File: src/uem_map.vh
// Register map and field constants of the uncorrectable error suppress bank.
// Included by every design file of the bank; definitions only.
`ifndef UEM_MAP_VH
`define UEM_MAP_VH

// Register byte offsets within the port's configuration space
`define UEM_OFF_STS 12'h104
`define UEM_OFF_SUP 12'h108
`define UEM_OFF_FEP 12'h118
`define UEM_OFF_HDR0 12'h11c
`define UEM_OFF_HDR1 12'h120
`define UEM_OFF_HDR2 12'h124
`define UEM_OFF_HDR3 12'h128
`define UEM_OFF_IEN 12'h130

// Error event bit positions
`define UEM_B_TRAIN 0
`define UEM_B_DLPE 4
`define UEM_B_POIS 12
`define UEM_B_FCPE 13
`define UEM_B_CTO 14
`define UEM_B_CABT 15
`define UEM_B_UCPL 16
`define UEM_B_ROVF 17
`define UEM_B_MALF 18
`define UEM_B_ECRC 19
`define UEM_B_UREQ 20
`define UEM_B_ACSV 21

// Reset values and field widths
`define UEM_SUP_RST 1'b0
`define UEM_STS_RST 1'b0
`define UEM_IEN_RST 1'b0
`define UEM_ZERO32 32'h0000_0000
`define UEM_FEP_RST 5'h00
`define UEM_FEP_W 5
`define UEM_HDR_DW 4
`define UEM_HDR_LAST 2'h3

`endif

File: src/uem_bank.v
// Uncorrectable error suppress bank of one switch port, with status, header log,
// first error pointer and interrupt. APB slave, zero wait states.
// Assumes error events are one-cycle pulses synchronous to pclk, each with its header.
//
// The implementer's own choice: the APB slave port.
`timescale 1ns/100ps
`include "uem_map.vh"

module uem_bank #(
	parameter ADDR_W = 12
) (
	// Clock and resets
	input wire pclk,
	input wire presetn,
	input wire hot_rst,
	// APB slave
	input wire [ADDR_W-1:0] paddr,
	input wire psel,
	input wire penable,
	input wire pwrite,
	input wire [31:0] pwdata,
	input wire [3:0] pstrb,
	output reg [31:0] prdata,
	output wire pready,
	output wire pslverr,
	// Error events with captured packet header
	input wire [31:0] err_evt,
	input wire [127:0] err_hdr,
	// Logging and message requests
	output reg log_pulse,
	output reg msg_pulse,
	output reg [31:0] msg_vec,
	// Interrupt
	output wire irq
);

	wire [31:0] impl;
	wire [31:0] sup;
	wire [31:0] sts;
	wire [31:0] ien;
	wire [31:0] fwd;
	wire [31:0] bmask;
	wire [31:0] wmask;
	wire setup;
	wire wr_en;
	wire hit_sts;
	wire hit_sup;
	wire hit_ien;
	wire mapped;
	wire any_fwd;
	wire capture;
	reg [31:0] rd_nxt;
	reg [31:0] hdr_r [0:`UEM_HDR_DW-1];
	reg hdr_full_r;
	reg [`UEM_FEP_W-1:0] fep_r;
	reg [`UEM_FEP_W-1:0] fep_nxt;
	integer k;

	// Implemented error positions; all others read zero and drop writes
	assign impl[`UEM_B_TRAIN] = 1'b1;
	assign impl[`UEM_B_TRAIN+3:`UEM_B_TRAIN+1] = 3'h0;
	assign impl[`UEM_B_DLPE] = 1'b1;
	assign impl[`UEM_B_POIS-1:`UEM_B_DLPE+1] = 7'h00;
	assign impl[`UEM_B_POIS] = 1'b1;
	assign impl[`UEM_B_FCPE] = 1'b1;
	assign impl[`UEM_B_CTO] = 1'b1;
	assign impl[`UEM_B_CABT] = 1'b1;
	assign impl[`UEM_B_UCPL] = 1'b1;
	assign impl[`UEM_B_ROVF] = 1'b1;
	assign impl[`UEM_B_MALF] = 1'b1;
	assign impl[`UEM_B_ECRC] = 1'b1;
	assign impl[`UEM_B_UREQ] = 1'b1;
	assign impl[`UEM_B_ACSV] = 1'b1;
	assign impl[31:`UEM_B_ACSV+1] = 10'h000;

	// APB decode
	assign setup = psel & ~penable;
	assign wr_en = psel & penable & pwrite;
	assign hit_sts = (paddr == `UEM_OFF_STS);
	assign hit_sup = (paddr == `UEM_OFF_SUP);
	assign hit_ien = (paddr == `UEM_OFF_IEN);
	assign mapped = hit_sts | hit_sup | hit_ien | (paddr == `UEM_OFF_FEP) |
		(paddr == `UEM_OFF_HDR0) | (paddr == `UEM_OFF_HDR1) |
		(paddr == `UEM_OFF_HDR2) | (paddr == `UEM_OFF_HDR3);
	assign pready = 1'b1;
	assign pslverr = psel & penable & ~mapped;
	assign bmask = {{8{pstrb[3]}}, {8{pstrb[2]}}, {8{pstrb[1]}}, {8{pstrb[0]}}};
	assign wmask = bmask & impl;

	genvar g;
	generate
		for (g = 0; g < 32; g = g + 1) begin : bit_g
			if (g == `UEM_B_TRAIN || g == `UEM_B_DLPE ||
				(g >= `UEM_B_POIS && g <= `UEM_B_ACSV)) begin : impl_g
				uem_err_slice u_slice (
					.pclk(pclk),
					.presetn(presetn),
					.hot_rst(hot_rst),
					.evt(err_evt[g]),
					.sup_we(wr_en & hit_sup & wmask[g]),
					.sup_d(pwdata[g]),
					.sts_w1c(wr_en & hit_sts & wmask[g] & pwdata[g]),
					.ien_we(wr_en & hit_ien & wmask[g]),
					.ien_d(pwdata[g]),
					.sup_r(sup[g]),
					.sts_r(sts[g]),
					.ien_r(ien[g]),
					.fwd(fwd[g])
				);
			end else begin : rsvd_g
				assign sup[g] = 1'b0;
				assign sts[g] = 1'b0;
				assign ien[g] = 1'b0;
				assign fwd[g] = 1'b0;
			end
		end
	endgenerate

	assign irq = |(sts & ien);

	// Only unsuppressed events reach the header log and the message path
	assign any_fwd = |fwd;
	assign capture = any_fwd & ~hdr_full_r;

	// Lowest unsuppressed event position names the logged error
	always @* begin
		fep_nxt = `UEM_FEP_RST;
		for (k = 31; k >= 0; k = k - 1) begin
			if (fwd[k])
				fep_nxt = k[`UEM_FEP_W-1:0];
		end
	end

	// Header log: four double words, held until the logged status bit is cleared
	always @(posedge pclk or negedge presetn) begin
		if (!presetn) begin
			hdr_r[0] <= `UEM_ZERO32;
			hdr_r[1] <= `UEM_ZERO32;
			hdr_r[2] <= `UEM_ZERO32;
			hdr_r[3] <= `UEM_ZERO32;
			hdr_full_r <= 1'b0;
			fep_r <= `UEM_FEP_RST;
		end else if (capture) begin
			hdr_r[0] <= err_hdr[31:0];
			hdr_r[1] <= err_hdr[63:32];
			hdr_r[2] <= err_hdr[95:64];
			hdr_r[3] <= err_hdr[127:96];
			hdr_full_r <= 1'b1;
			fep_r <= fep_nxt;
		end else if (hdr_full_r && !sts[fep_r]) begin
			hdr_full_r <= 1'b0;
		end
	end

	// Message requests carry the unsuppressed events of the cycle
	always @(posedge pclk or negedge presetn) begin
		if (!presetn) begin
			log_pulse <= 1'b0;
			msg_pulse <= 1'b0;
			msg_vec <= `UEM_ZERO32;
		end else if (hot_rst) begin
			log_pulse <= 1'b0;
			msg_pulse <= 1'b0;
			msg_vec <= `UEM_ZERO32;
		end else begin
			log_pulse <= capture;
			msg_pulse <= any_fwd;
			msg_vec <= fwd;
		end
	end

	// Read data, sampled in the setup cycle
	always @* begin
		case (paddr)
			`UEM_OFF_STS: rd_nxt = sts;
			`UEM_OFF_SUP: rd_nxt = sup;
			`UEM_OFF_FEP: rd_nxt = {27'h0000000, fep_r};
			`UEM_OFF_HDR0: rd_nxt = hdr_r[0];
			`UEM_OFF_HDR1: rd_nxt = hdr_r[1];
			`UEM_OFF_HDR2: rd_nxt = hdr_r[2];
			`UEM_OFF_HDR3: rd_nxt = hdr_r[`UEM_HDR_LAST];
			`UEM_OFF_IEN: rd_nxt = ien;
			default: rd_nxt = `UEM_ZERO32;
		endcase
	end

	always @(posedge pclk or negedge presetn) begin
		if (!presetn)
			prdata <= `UEM_ZERO32;
		else if (setup)
			prdata <= pwrite ? `UEM_ZERO32 : rd_nxt;
	end

endmodule // uem_bank

File: src/uem_err_slice.v
// One error bit of the bank: sticky suppress bit, sticky status bit, irq enable.
// Assumes a single clock; hot_rst is a synchronous non-power-on reset.
`timescale 1ns/100ps
`include "uem_map.vh"

module uem_err_slice (
	// Clock and resets
	input wire pclk,
	input wire presetn,
	input wire hot_rst,
	// Error event
	input wire evt,
	// Register writes
	input wire sup_we,
	input wire sup_d,
	input wire sts_w1c,
	input wire ien_we,
	input wire ien_d,
	// State and gated event
	output reg sup_r,
	output reg sts_r,
	output reg ien_r,
	output wire fwd
);

	reg sts_nxt;

	// Event passes to logging and messaging only while not suppressed
	assign fwd = evt & ~sup_r;

	always @* begin
		sts_nxt = sts_r;
		if (sts_w1c)
			sts_nxt = 1'b0;
		if (evt)
			sts_nxt = 1'b1;
	end

	// Suppress and status bits survive hot reset
	always @(posedge pclk or negedge presetn) begin
		if (!presetn) begin
			sup_r <= `UEM_SUP_RST;
			sts_r <= `UEM_STS_RST;
		end else begin
			if (sup_we)
				sup_r <= sup_d;
			sts_r <= sts_nxt;
		end
	end

	always @(posedge pclk or negedge presetn) begin
		if (!presetn)
			ien_r <= `UEM_IEN_RST;
		else if (hot_rst)
			ien_r <= `UEM_IEN_RST;
		else if (ien_we)
			ien_r <= ien_d;
	end

endmodule // uem_err_slice

File: config.mk
export PLATFORM = sky130hd
export DESIGN_NAME = uem_bank
export DESIGN_NICKNAME = d
export VERILOG_FILES = /design/src/uem_bank.v /design/src/uem_err_slice.v
export VERILOG_INCLUDE_DIRS = /design/src
export SDC_FILE = /design/constraint.sdc
export NUM_CORES = 1
export LEC_CHECK = 0
export BUFFER_PORTS_ARGS = -buffer_cell sky130_fd_sc_hd__buf_4
export CELL_PAD_IN_SITES_DETAIL_PLACEMENT = 0
export CELL_PAD_IN_SITES_GLOBAL_PLACEMENT = 1
export CORE_MARGIN = 5
export CORE_UTILIZATION = 40
export CTS_BUF_LIST = sky130_fd_sc_hd__clkbuf_4
export CTS_CLUSTER_DIAMETER = 150
export DETAILED_ROUTE_END_ITERATION = 8
export GPL_TIMING_DRIVEN = 0
export PLACE_DENSITY_LB_ADDON = 0.1
export SLEW_MARGIN = 5
export SYNTH_ARGS = -nofsm -noshare
export SYNTH_HDL_FRONTEND = slang
export SYNTH_HIERARCHICAL = 1
export SYNTH_SLANG_ARGS = --single-unit
export TNS_END_PERCENT = 10
File: constraint.sdc
create_clock -name pclk -period 2.8 [get_ports pclk]
set_input_delay 0.14 -clock pclk [delete_from_list [all_inputs] [get_ports pclk]]
set_output_delay 0.14 -clock pclk [all_outputs]
set_load 0.005 [all_outputs]
* After elaboration in Yosys (flattened, before gate mapping) *
Index checks and enable logic that the tools add are counted.

cells by class
  order comparisons = 1
  reductions and logical operators = 20
  equal/unequal tests = 8
  multiplexer cells = 69
  bitwise logic cells = 64

operators by type and width
  operator                                                                      number
  32-bit case mux with 8 select lines                                           1
  12-bit by 9-bit equality test with 1-bit output, second input constant        8
  5-bit 2-to-1 mux                                                              12
  1-bit 2-to-1 mux                                                              53
  1-bit AND                                                                     41
  32-bit 2-to-1 mux                                                             1
  2-bit nonzero test                                                            16
  32-bit OR reduction                                                           1
  22-bit AND                                                                    1
  22-bit 2-to-1 mux                                                             1
  1-bit NOT                                                                     15
  12-bit OR reduction                                                           1
  1-bit OR                                                                      7
  5-bit by 6-bit less-than comparator with 1-bit output, second input constant  1
  1-bit binary-select mux with 5-bit select                                     1
  1-bit logical AND                                                             1
  1-bit zero test                                                               1

storage, ports and cells
  register bits after elaboration = 236
  word-level logic and storage cells = 208
  output and inout bits = 69
  input bits = 214

* Logic depth before layout (Yosys ltp) *
Gate-level depths: netlist (run 1).

  word-level depth = 14
  gate-level depth with buffers = 9
  gate-level depth less buffers = 7

* Hierarchy *
Netlist (run 1), hierarchy kept.

by module, submodules not included
  module         cells each  times used  seq. area each (um^2)  area each (um^2)
  uem_bank       986         1           4504.3                 8593.2
  uem_err_slice  9           12          75.1                   121.4

* Worst setup path before layout (run 1) *
OpenSTA, ideal clock, no wires.

  path type = input-to-reg
  start = in paddr[9]
  end = reg bit_g[16].impl_g.u_slice.sup_r
  slack = 0.270 ns
  stages = 7
  data arrival time = 2.405 ns
  data required time = 2.675 ns
  buffers on the path = 2
  cell sequence = or4b_1 -> or2_0 -> buf_2 -> clkbuf_1 -> or3_1 -> nor2_1 -> mux2_4

between the ends
  word-level cells in the longest chain between the ends = 3

ends and longest elaborated chain
  what                                             line                source
  from (decl)                                      uem_bank.v:17       input wire [ADDR_W-1:0] paddr,
  12-bit by 9-bit equality test with 1-bit output  -
  1-bit AND (2 in a row)                           uem_bank.v:100      .sup_we(wr_en & hit_sup & wmask[g]),
  to (signal assigned)                             uem_err_slice.v:42  sup_r <= `UEM_SUP_RST;
  to (signal assigned)                             uem_err_slice.v:46  sup_r <= sup_d;
  to (decl)                                        uem_err_slice.v:20  output reg sup_r,

No other way between the ends.
A chain may end at the register's enable or synchronous reset.

* Worst setup path after layout (run 1) *
  start = in paddr[9]
  end = reg bit_g[14].impl_g.u_slice.sts_r

between the ends
  word-level cells in the longest chain between the ends = 5

ends and longest elaborated chain
  what                                             line                source
  12-bit by 9-bit equality test with 1-bit output  -
  1-bit AND (3 in a row)                           uem_bank.v:102      .sts_w1c(wr_en & hit_sts & wmask[g] & pwdata[g]),
  2-bit nonzero test (no line)                     -
  to (signal assigned)                             uem_err_slice.v:43  sts_r <= `UEM_STS_RST;
  to (signal assigned)                             uem_err_slice.v:47  sts_r <= sts_nxt;
  to (decl)                                        uem_err_slice.v:21  output reg sts_r,

No other way between the ends.

==> results.cfg, run 1 <==
[finish]
fin_area_um2 = 14700
drive_gt1_frac = 0.238
nNetsFinal = 1783
areaGrowthSynthToFinish_pct = 46.6
fillerInstances = 2316

[floorplanning]
dieArea_um2 = 28400
ios = 283
coreArea_um2 = 25000
fp-row-count = 58
die_x_um = 169
chipHeight_um = 169
start_util = 0.403

[timing]
finalHoldViolations = 0
holdWs_ps = 61.5
post-route-min-period_ps = 2640
finalCritPeriodShare = 0.944
rsz0062_at_grt = false
fin_skew_ps = 22.9
fmax_mhz = 378
slew_headroom = 0.209
tightest_slew_ps = 1180
finalMaxSlewViolations = 0
final-setup-viol-count = 0

[clock_network]
clkTransAtPathRegs_ps = 70
cts_tree = done
cts_buffers = 60
postCtsSetupBuffers = 0
clock_latency_ps = 680
cts_root_buffer = clkbuf_4
clockBufferDepth = 3
htreeDepth = 2
cts.sinks = 216

[logic_synthesis]
synth_area_um2 = 10000
syn_inst = 1094
ys_seq_elements = 216
yosysWarnings = 6
ys_seq_area_frac = 0.538
synth_edf_count = 0
yosysTopAreaCell = dfrtp_1
synth.distinct_cells = 53
synth.area.top_cells = dfrtp_1 54%, nand2_1 16%, mux2i_1 5.9%, a22oi_1 1.9%, mux2_4 1.8%
yosys.area.top_type_share = 0.538
async_reset_ff_frac = 1.00
synthFlopType = dfrtp_1
synth_area_per_cell_um2 = 9.19

[hold_path]
min_to = bit_g[15].impl_g.u_slice/sup_r
min_from = pstrb[1]
hold_class = in -> reg
worstHoldPathCells = 4

[job]
drv_cap = 0

[critical_path]
cp_slowest_stage_delay_ps = 690
cp.arrival_ps = 3210
reg2reg_slack_ps = 160
cp-end-kind = register
worst_ep_required_time_ps = 3370
reg2reg_to = hdr_r[107]
cp_cell_sequence = buf_4, or4b_1, or2_0, buf_2, clkbuf_1, nor4_1, and2_1, inv_1, a21o_1, dlygate4sd3_1
path_class = in -> reg
crit_buf_inv = 5
cp_max_fo = 10
critical_path.startpoint_type = input pin
r2r-start = bit_g[15].impl_g.u_slice/sup_r
crit_slowest_cell = nor4_1
critPathTopFamily = simple AND/OR/NAND/NOR gates
rr_worst_depth = 8

[power_and_ir_drop]
vdd_ir_drop_max_mv = 0.330
power.density_nw_per_um2 = 715
p_leak_nw = 7.25

[drt]
num_vias = 9396
drt_iter0_drc = 699
antenna_left = 0
drc = 0
viasPerCell = 4.86
wl_per_cell_um = 18.5
firstDrtPassIters = 6
wl_um = 35800

[global_routing]
met1_usage = 0.328
first_global_vias = 9824
grt_use_met3 = 0.0511
globalRouteTotalUtil = 0.249
grt_pass1_wl_um = 55000
antenna_found_initial = 1
grt.overflow.total = 0
grt_max_degree = 83
grt_use_met2 = 0.426
busiest_layer = met2

[placed_design]
place_area_um2 = 12200
dp_hpwl_um = 25300
place.gp.congestion = 0.891
port_buffers = 220

[outcome]
status = finished, final reports clean
kinds of logic (layout without fill, tap and decap cells):
group,count (synthesis),after routing,share of synthesized area
AND/OR/NAND/NOR,553,553,0.227
flip-flops,216,216,0.538
AO/OA/AOI/OAI,145,145,0.0992
buffers and inverters,100,591,0.0491
multiplexers,78,78,0.0857
other,2,22,0.000747
cells in the mapped netlist, types with 3 or more instances:
library cell / n
a21oi_1: 7
mux2i_1: 59
o21ai_0: 31
inv_1: 17
or3_1: 4
o22ai_1: 7
a211oi_1: 4
nor2b_1: 26
nor2_1: 33
dfrtp_1: 216
o2bb2ai_1: 6
o21ai_1: 20
buf_2: 13
nand2b_1: 5
nor3_1: 8
nand4_1: 3
mux2_4: 12
a21o_1: 14
and2_1: 13
buf_1: 4
mux2_2: 6
a22oi_1: 26
buf_6: 3
clkbuf_1: 41
buf_4: 21
nand2_1: 440
a221oi_1: 6
a32oi_1: 3
a22o_1: 6
nor4_1: 6
power by group:
group          switching [mW]  total, mW  internal (mW)  leakage (nW)
Clock                    1.30       2.77           1.47         0.428
Sequential              0.573       4.66           4.09          2.71
Combinational            1.90       3.10           1.20          4.11
worst register-to-register path, cell delays in order (launching register included):
cell	delay (ps)
dfrtp_1	440
nor2b_1	340
nor4_2	140
and4_1	280
nor2_1	290
clkbuf_2	370
clkbuf_1	500
nand2_1	140
nand2_1	80
per-layer routing:
metal	wire, µm	share of wire
met4	582	0.016
met3	2540	0.071
met5	0	0
met2	17400	0.49
met1	15300	0.43
metrics by stage:
| step | utilization | TNS (ps) | power [mW] | instances | worst slack (ps) |
|---|---|---|---|---|---|
| 2_1_floorplan | - | 0 | 6.36 | 1113 | 270 |
| 3_3_place_gp | 0.488 | -41080 | 7.57 | 1663 | -356 |
| 3_5_place_dp | 0.491 | -24170 | 7.64 | 1665 | -380 |
| 4_1_cts | 0.590 | 0 | 10.7 | 1935 | 4.93 |
| 5_1_grt | 0.590 | 0 | 11.3 | 1935 | 41.4 |
| 6_report | 0.590 | 0 | 10.5 | 1935 | 157 |
worst max path at each step:
stage          cells past startpoint                              to                      startpoint
6_report                          10  bit_g[14].impl_g.u_slice/sts_r                        paddr[9]
3_3_place_gp                       9                        fep_r[0]  bit_g[15].impl_g.u_slice/sup_r
4_1_cts                            8                      hdr_full_r  bit_g[15].impl_g.u_slice/sup_r
2_1_floorplan                      7  bit_g[16].impl_g.u_slice/sup_r                        paddr[9]
5_1_grt                            8                       hdr_r[28]  bit_g[16].impl_g.u_slice/sup_r
3_5_place_dp                       9                        hdr_r[1]  bit_g[15].impl_g.u_slice/sup_r
timing repair:
item	4_1_cts	5_1_grt
hold endpoints to repair	325	0
hold buffers	173	0
setup endpoints to repair	101	103
resized for setup	6	6
final cells by class:
type	count	area, µm²	area share
inverters	18	67.6	0.00459
plain buffers	81	433	0.0294
flip-flops and latches	216	5410	0.367
clock buffers	86	646	0.0438
clock inverters	11	67.6	0.00459
well taps	330	413	0.0280
diodes	1	2.50	0.000170
repair buffers	395	3460	0.235
multi-input cells	797	4240	0.287
flip-flops by register name, summed over array words and instances (netlist names):
signal / cells
bit_g.impl_g.u_slice/ien_r: 12
bit_g.impl_g.u_slice/sts_r: 12
bit_g.impl_g.u_slice/sup_r: 12
fep_r: 5
hdr_full_r: 1
hdr_r: 128
log_pulse: 1
msg_pulse: 1
msg_vec: 12
prdata: 32
cell usage in the layout, fill, tap and decap left out, types with 9 or more instances in the layout:
master,netlist,layout
nand2_1,440,440
inv_1,17,17
dfrtp_1,216,216
a22oi_1,26,26
mux2_4,12,12
clkinv_1,0,9
dlygate4sd3_1,0,172
a21o_1,14,14
o21ai_1,20,20
buf_4,21,241
o21ai_0,31,31
nor2_1,33,33
clkbuf_1,41,35
buf_2,13,12
conb_1,2,21
mux2i_1,59,59
clkbuf_4,0,87
and2_1,13,13
nor2b_1,26,26
(Power assumes the default switching activity.)
==> run 2: changes to the inputs <==
PLACE_DENSITY_LB_ADDON = 0.12   (was 0.1)
clock period = 2.65 ns   (was 2.8 ns; I/O delays follow)
==> results.cfg, run 2 (synthesis results as in run 1) <==
[finish]
seq_area_um2 = 5410
areaGrowthSynthToFinish_pct = 46.8
final_common_cell = nand2_1
fillerInstances = 2356
fin_area_um2 = 14800
largest_register = hdr_r
nNetsFinal = 1779
largest_reg_flops = 128
drive_gt1_frac = 0.247
biggestRegsByFlops = hdr_r: 128 flops, prdata: 32 flops
multiInputGateArea_um2 = 4240
final_cell_mix = 440 x nand2_1, 242 x buf_4, 216 x dfrtp_1, 170 x dlygate4sd3_1, 99 x clkbuf_4

[floorplanning]
die_x_um = 169
chipHeight_um = 169
fp-row-count = 58
coreArea_um2 = 25000
start_util = 0.403
dieArea_um2 = 28400
ios = 283

[drt]
firstDrtPassIters = 7
dr_wl_met3_um = 2550
top_layer = met4
wl_per_cell_um = 18.6
wl_met1_um = 15200
viasPerCell = 4.95
num_vias = 9601
drt_iter0_drc = 674
wl_um = 36100
route.met2.wl_um = 17100
drc = 0
antenna_left = 0

[timing]
final-setup-viol-count = 0
finalHoldViolations = 0
finalMaxSlewViolations = 0
fin_ws_ps = 9.74
post-route-min-period_ps = 2640
rsz0062_at_grt = true
tightest_slew_ps = 1150
fin_skew_ps = 51.8
slew_headroom = 0.224
finalCritPeriodShare = 0.996
fmax_mhz = 379

[critical_path]
cp-end-kind = register
cp_slowest_stage_delay_ps = 620
crit_slowest_cell = or4b_1
cp_cell_sequence = buf_4, or4b_1, or2_0, buf_2, clkbuf_1, or3_1, nor2_1, mux2_4, dlygate4sd3_1
reg2reg_to = hdr_r[89]
r2r-start = bit_g[15].impl_g.u_slice/sup_r
path_class = in -> reg
cp.arrival_ps = 3190
rr_worst_depth = 8
critical_path.startpoint_type = input pin
reg2reg_slack_ps = 70
worst_ep_required_time_ps = 3200
cp_max_fo = 10

[placed_design]
place_area_um2 = 12200
dp_hpwl_um = 25600
port_buffers = 220
place.gp.congestion = 0.900
preCtsSetupSlack_ps = -498

[job]
drv_cap = 0

[clock_network]
postCtsSetupBuffers = 0
cts.sinks = 216
clkTransAtPathRegs_ps = 60
cts_buffers = 59
cts_tree = done
clock_latency_ps = 690
cts_root_buffer = clkbuf_4
clockBufferDepth = 3
htreeDepth = 2

[global_routing]
globalRouteTotalUtil = 0.250
grt.overflow.total = 0
antenna_found_initial = 1
grt_max_degree = 83
first_global_vias = 9950
grt_pass1_wl_um = 55300

[power_and_ir_drop]
p_leak_nw = 7.27
power.density_nw_per_um2 = 765
vdd_ir_drop_max_mv = 0.374
power.total_mw = 11.3

[outcome]
status = finished, final reports clean

[hold_path]
hold_class = in -> async
==> run 2: cell types whose count changed in the layout (fill, tap and decap cells not counted), sizes merged <==
cell         previous run  this run
clkinv                  9         7
dlygate4sd3           172       170
bufinv                  1         0
clkbuf                126       137
==> run 2: power breakdown <==
group / total (mW) / internal (mW) / switching (mW) / leakage, nW
Clock: 3.05 / 1.65 / 1.40 / 0.468
Sequential: 4.93 / 4.32 / 0.614 / 2.71
Combinational: 3.29 / 1.27 / 2.03 / 4.10
Total: 11.3 / 7.24 / 4.04 / 7.27
==> run 2: final cells by class <==
class / instances / share of cell area
inverter: 18 / 0.00458
buffer: 81 / 0.0298
sequential: 216 / 0.366
tap: 330 / 0.0280
clock inverter: 8 / 0.00212
timing repair buffer: 392 / 0.232
clock buffer: 98 / 0.0499
antenna: 1 / 0.000170
multi-input combinational: 797 / 0.288
==> run 2: how the worst max path moves through the flow <==
stage | startpoint | to | slack [ps] | depth (start not counted)
after floorplan | paddr[9] | bit_g[16].impl_g.u_slice/sup_r | 130 | 7
after global placement | bit_g[16].impl_g.u_slice/sup_r | fep_r[0] | -470 | 9
after detailed placement | bit_g[16].impl_g.u_slice/sup_r | hdr_r[3] | -500 | 9
after CTS | bit_g[21].impl_g.u_slice/sup_r | hdr_r[91] | 30 | 8
after global routing | bit_g[21].impl_g.u_slice/sup_r | hdr_r[89] | -130 | 8
final | paddr[9] | bit_g[4].impl_g.u_slice/sup_r | 10 | 9
==> run 2: layer usage <==
metal / vias up / track usage
met4: 0 / 0.0949
met3: 80 / 0.0528
met2: 377 / 0.413
met5: - / 0
li1: 4559 / -
met1: 4585 / 0.327
==> run 2: critical path, delay by kind of cell <==
kind | cells | cell delay [ps]
simple gates | 4 | 1610
buf+inv | 4 | 1110
mux | 1 | 330
==> run 2: through the flow <==
stage                util  hold slack, ps  TNS [ps]  std cells
floorplan               -            -163         0       1113
global placement    0.488             321    -86940       1663
detailed placement  0.491             154    -45400       1665
CTS                 0.590            4.63         0       1940
global route        0.591            37.5     -3130       1941
finish              0.591            7.68         0       1941
==> run 2: what timing repair did <==
action | CTS | global route
hold endpoints to repair | 408 | 0
gates resized for setup | 9 | 10
gates cloned | 0 | 0
hold buffers | 170 | 0
endpoints found under the setup margin | 133 | 84
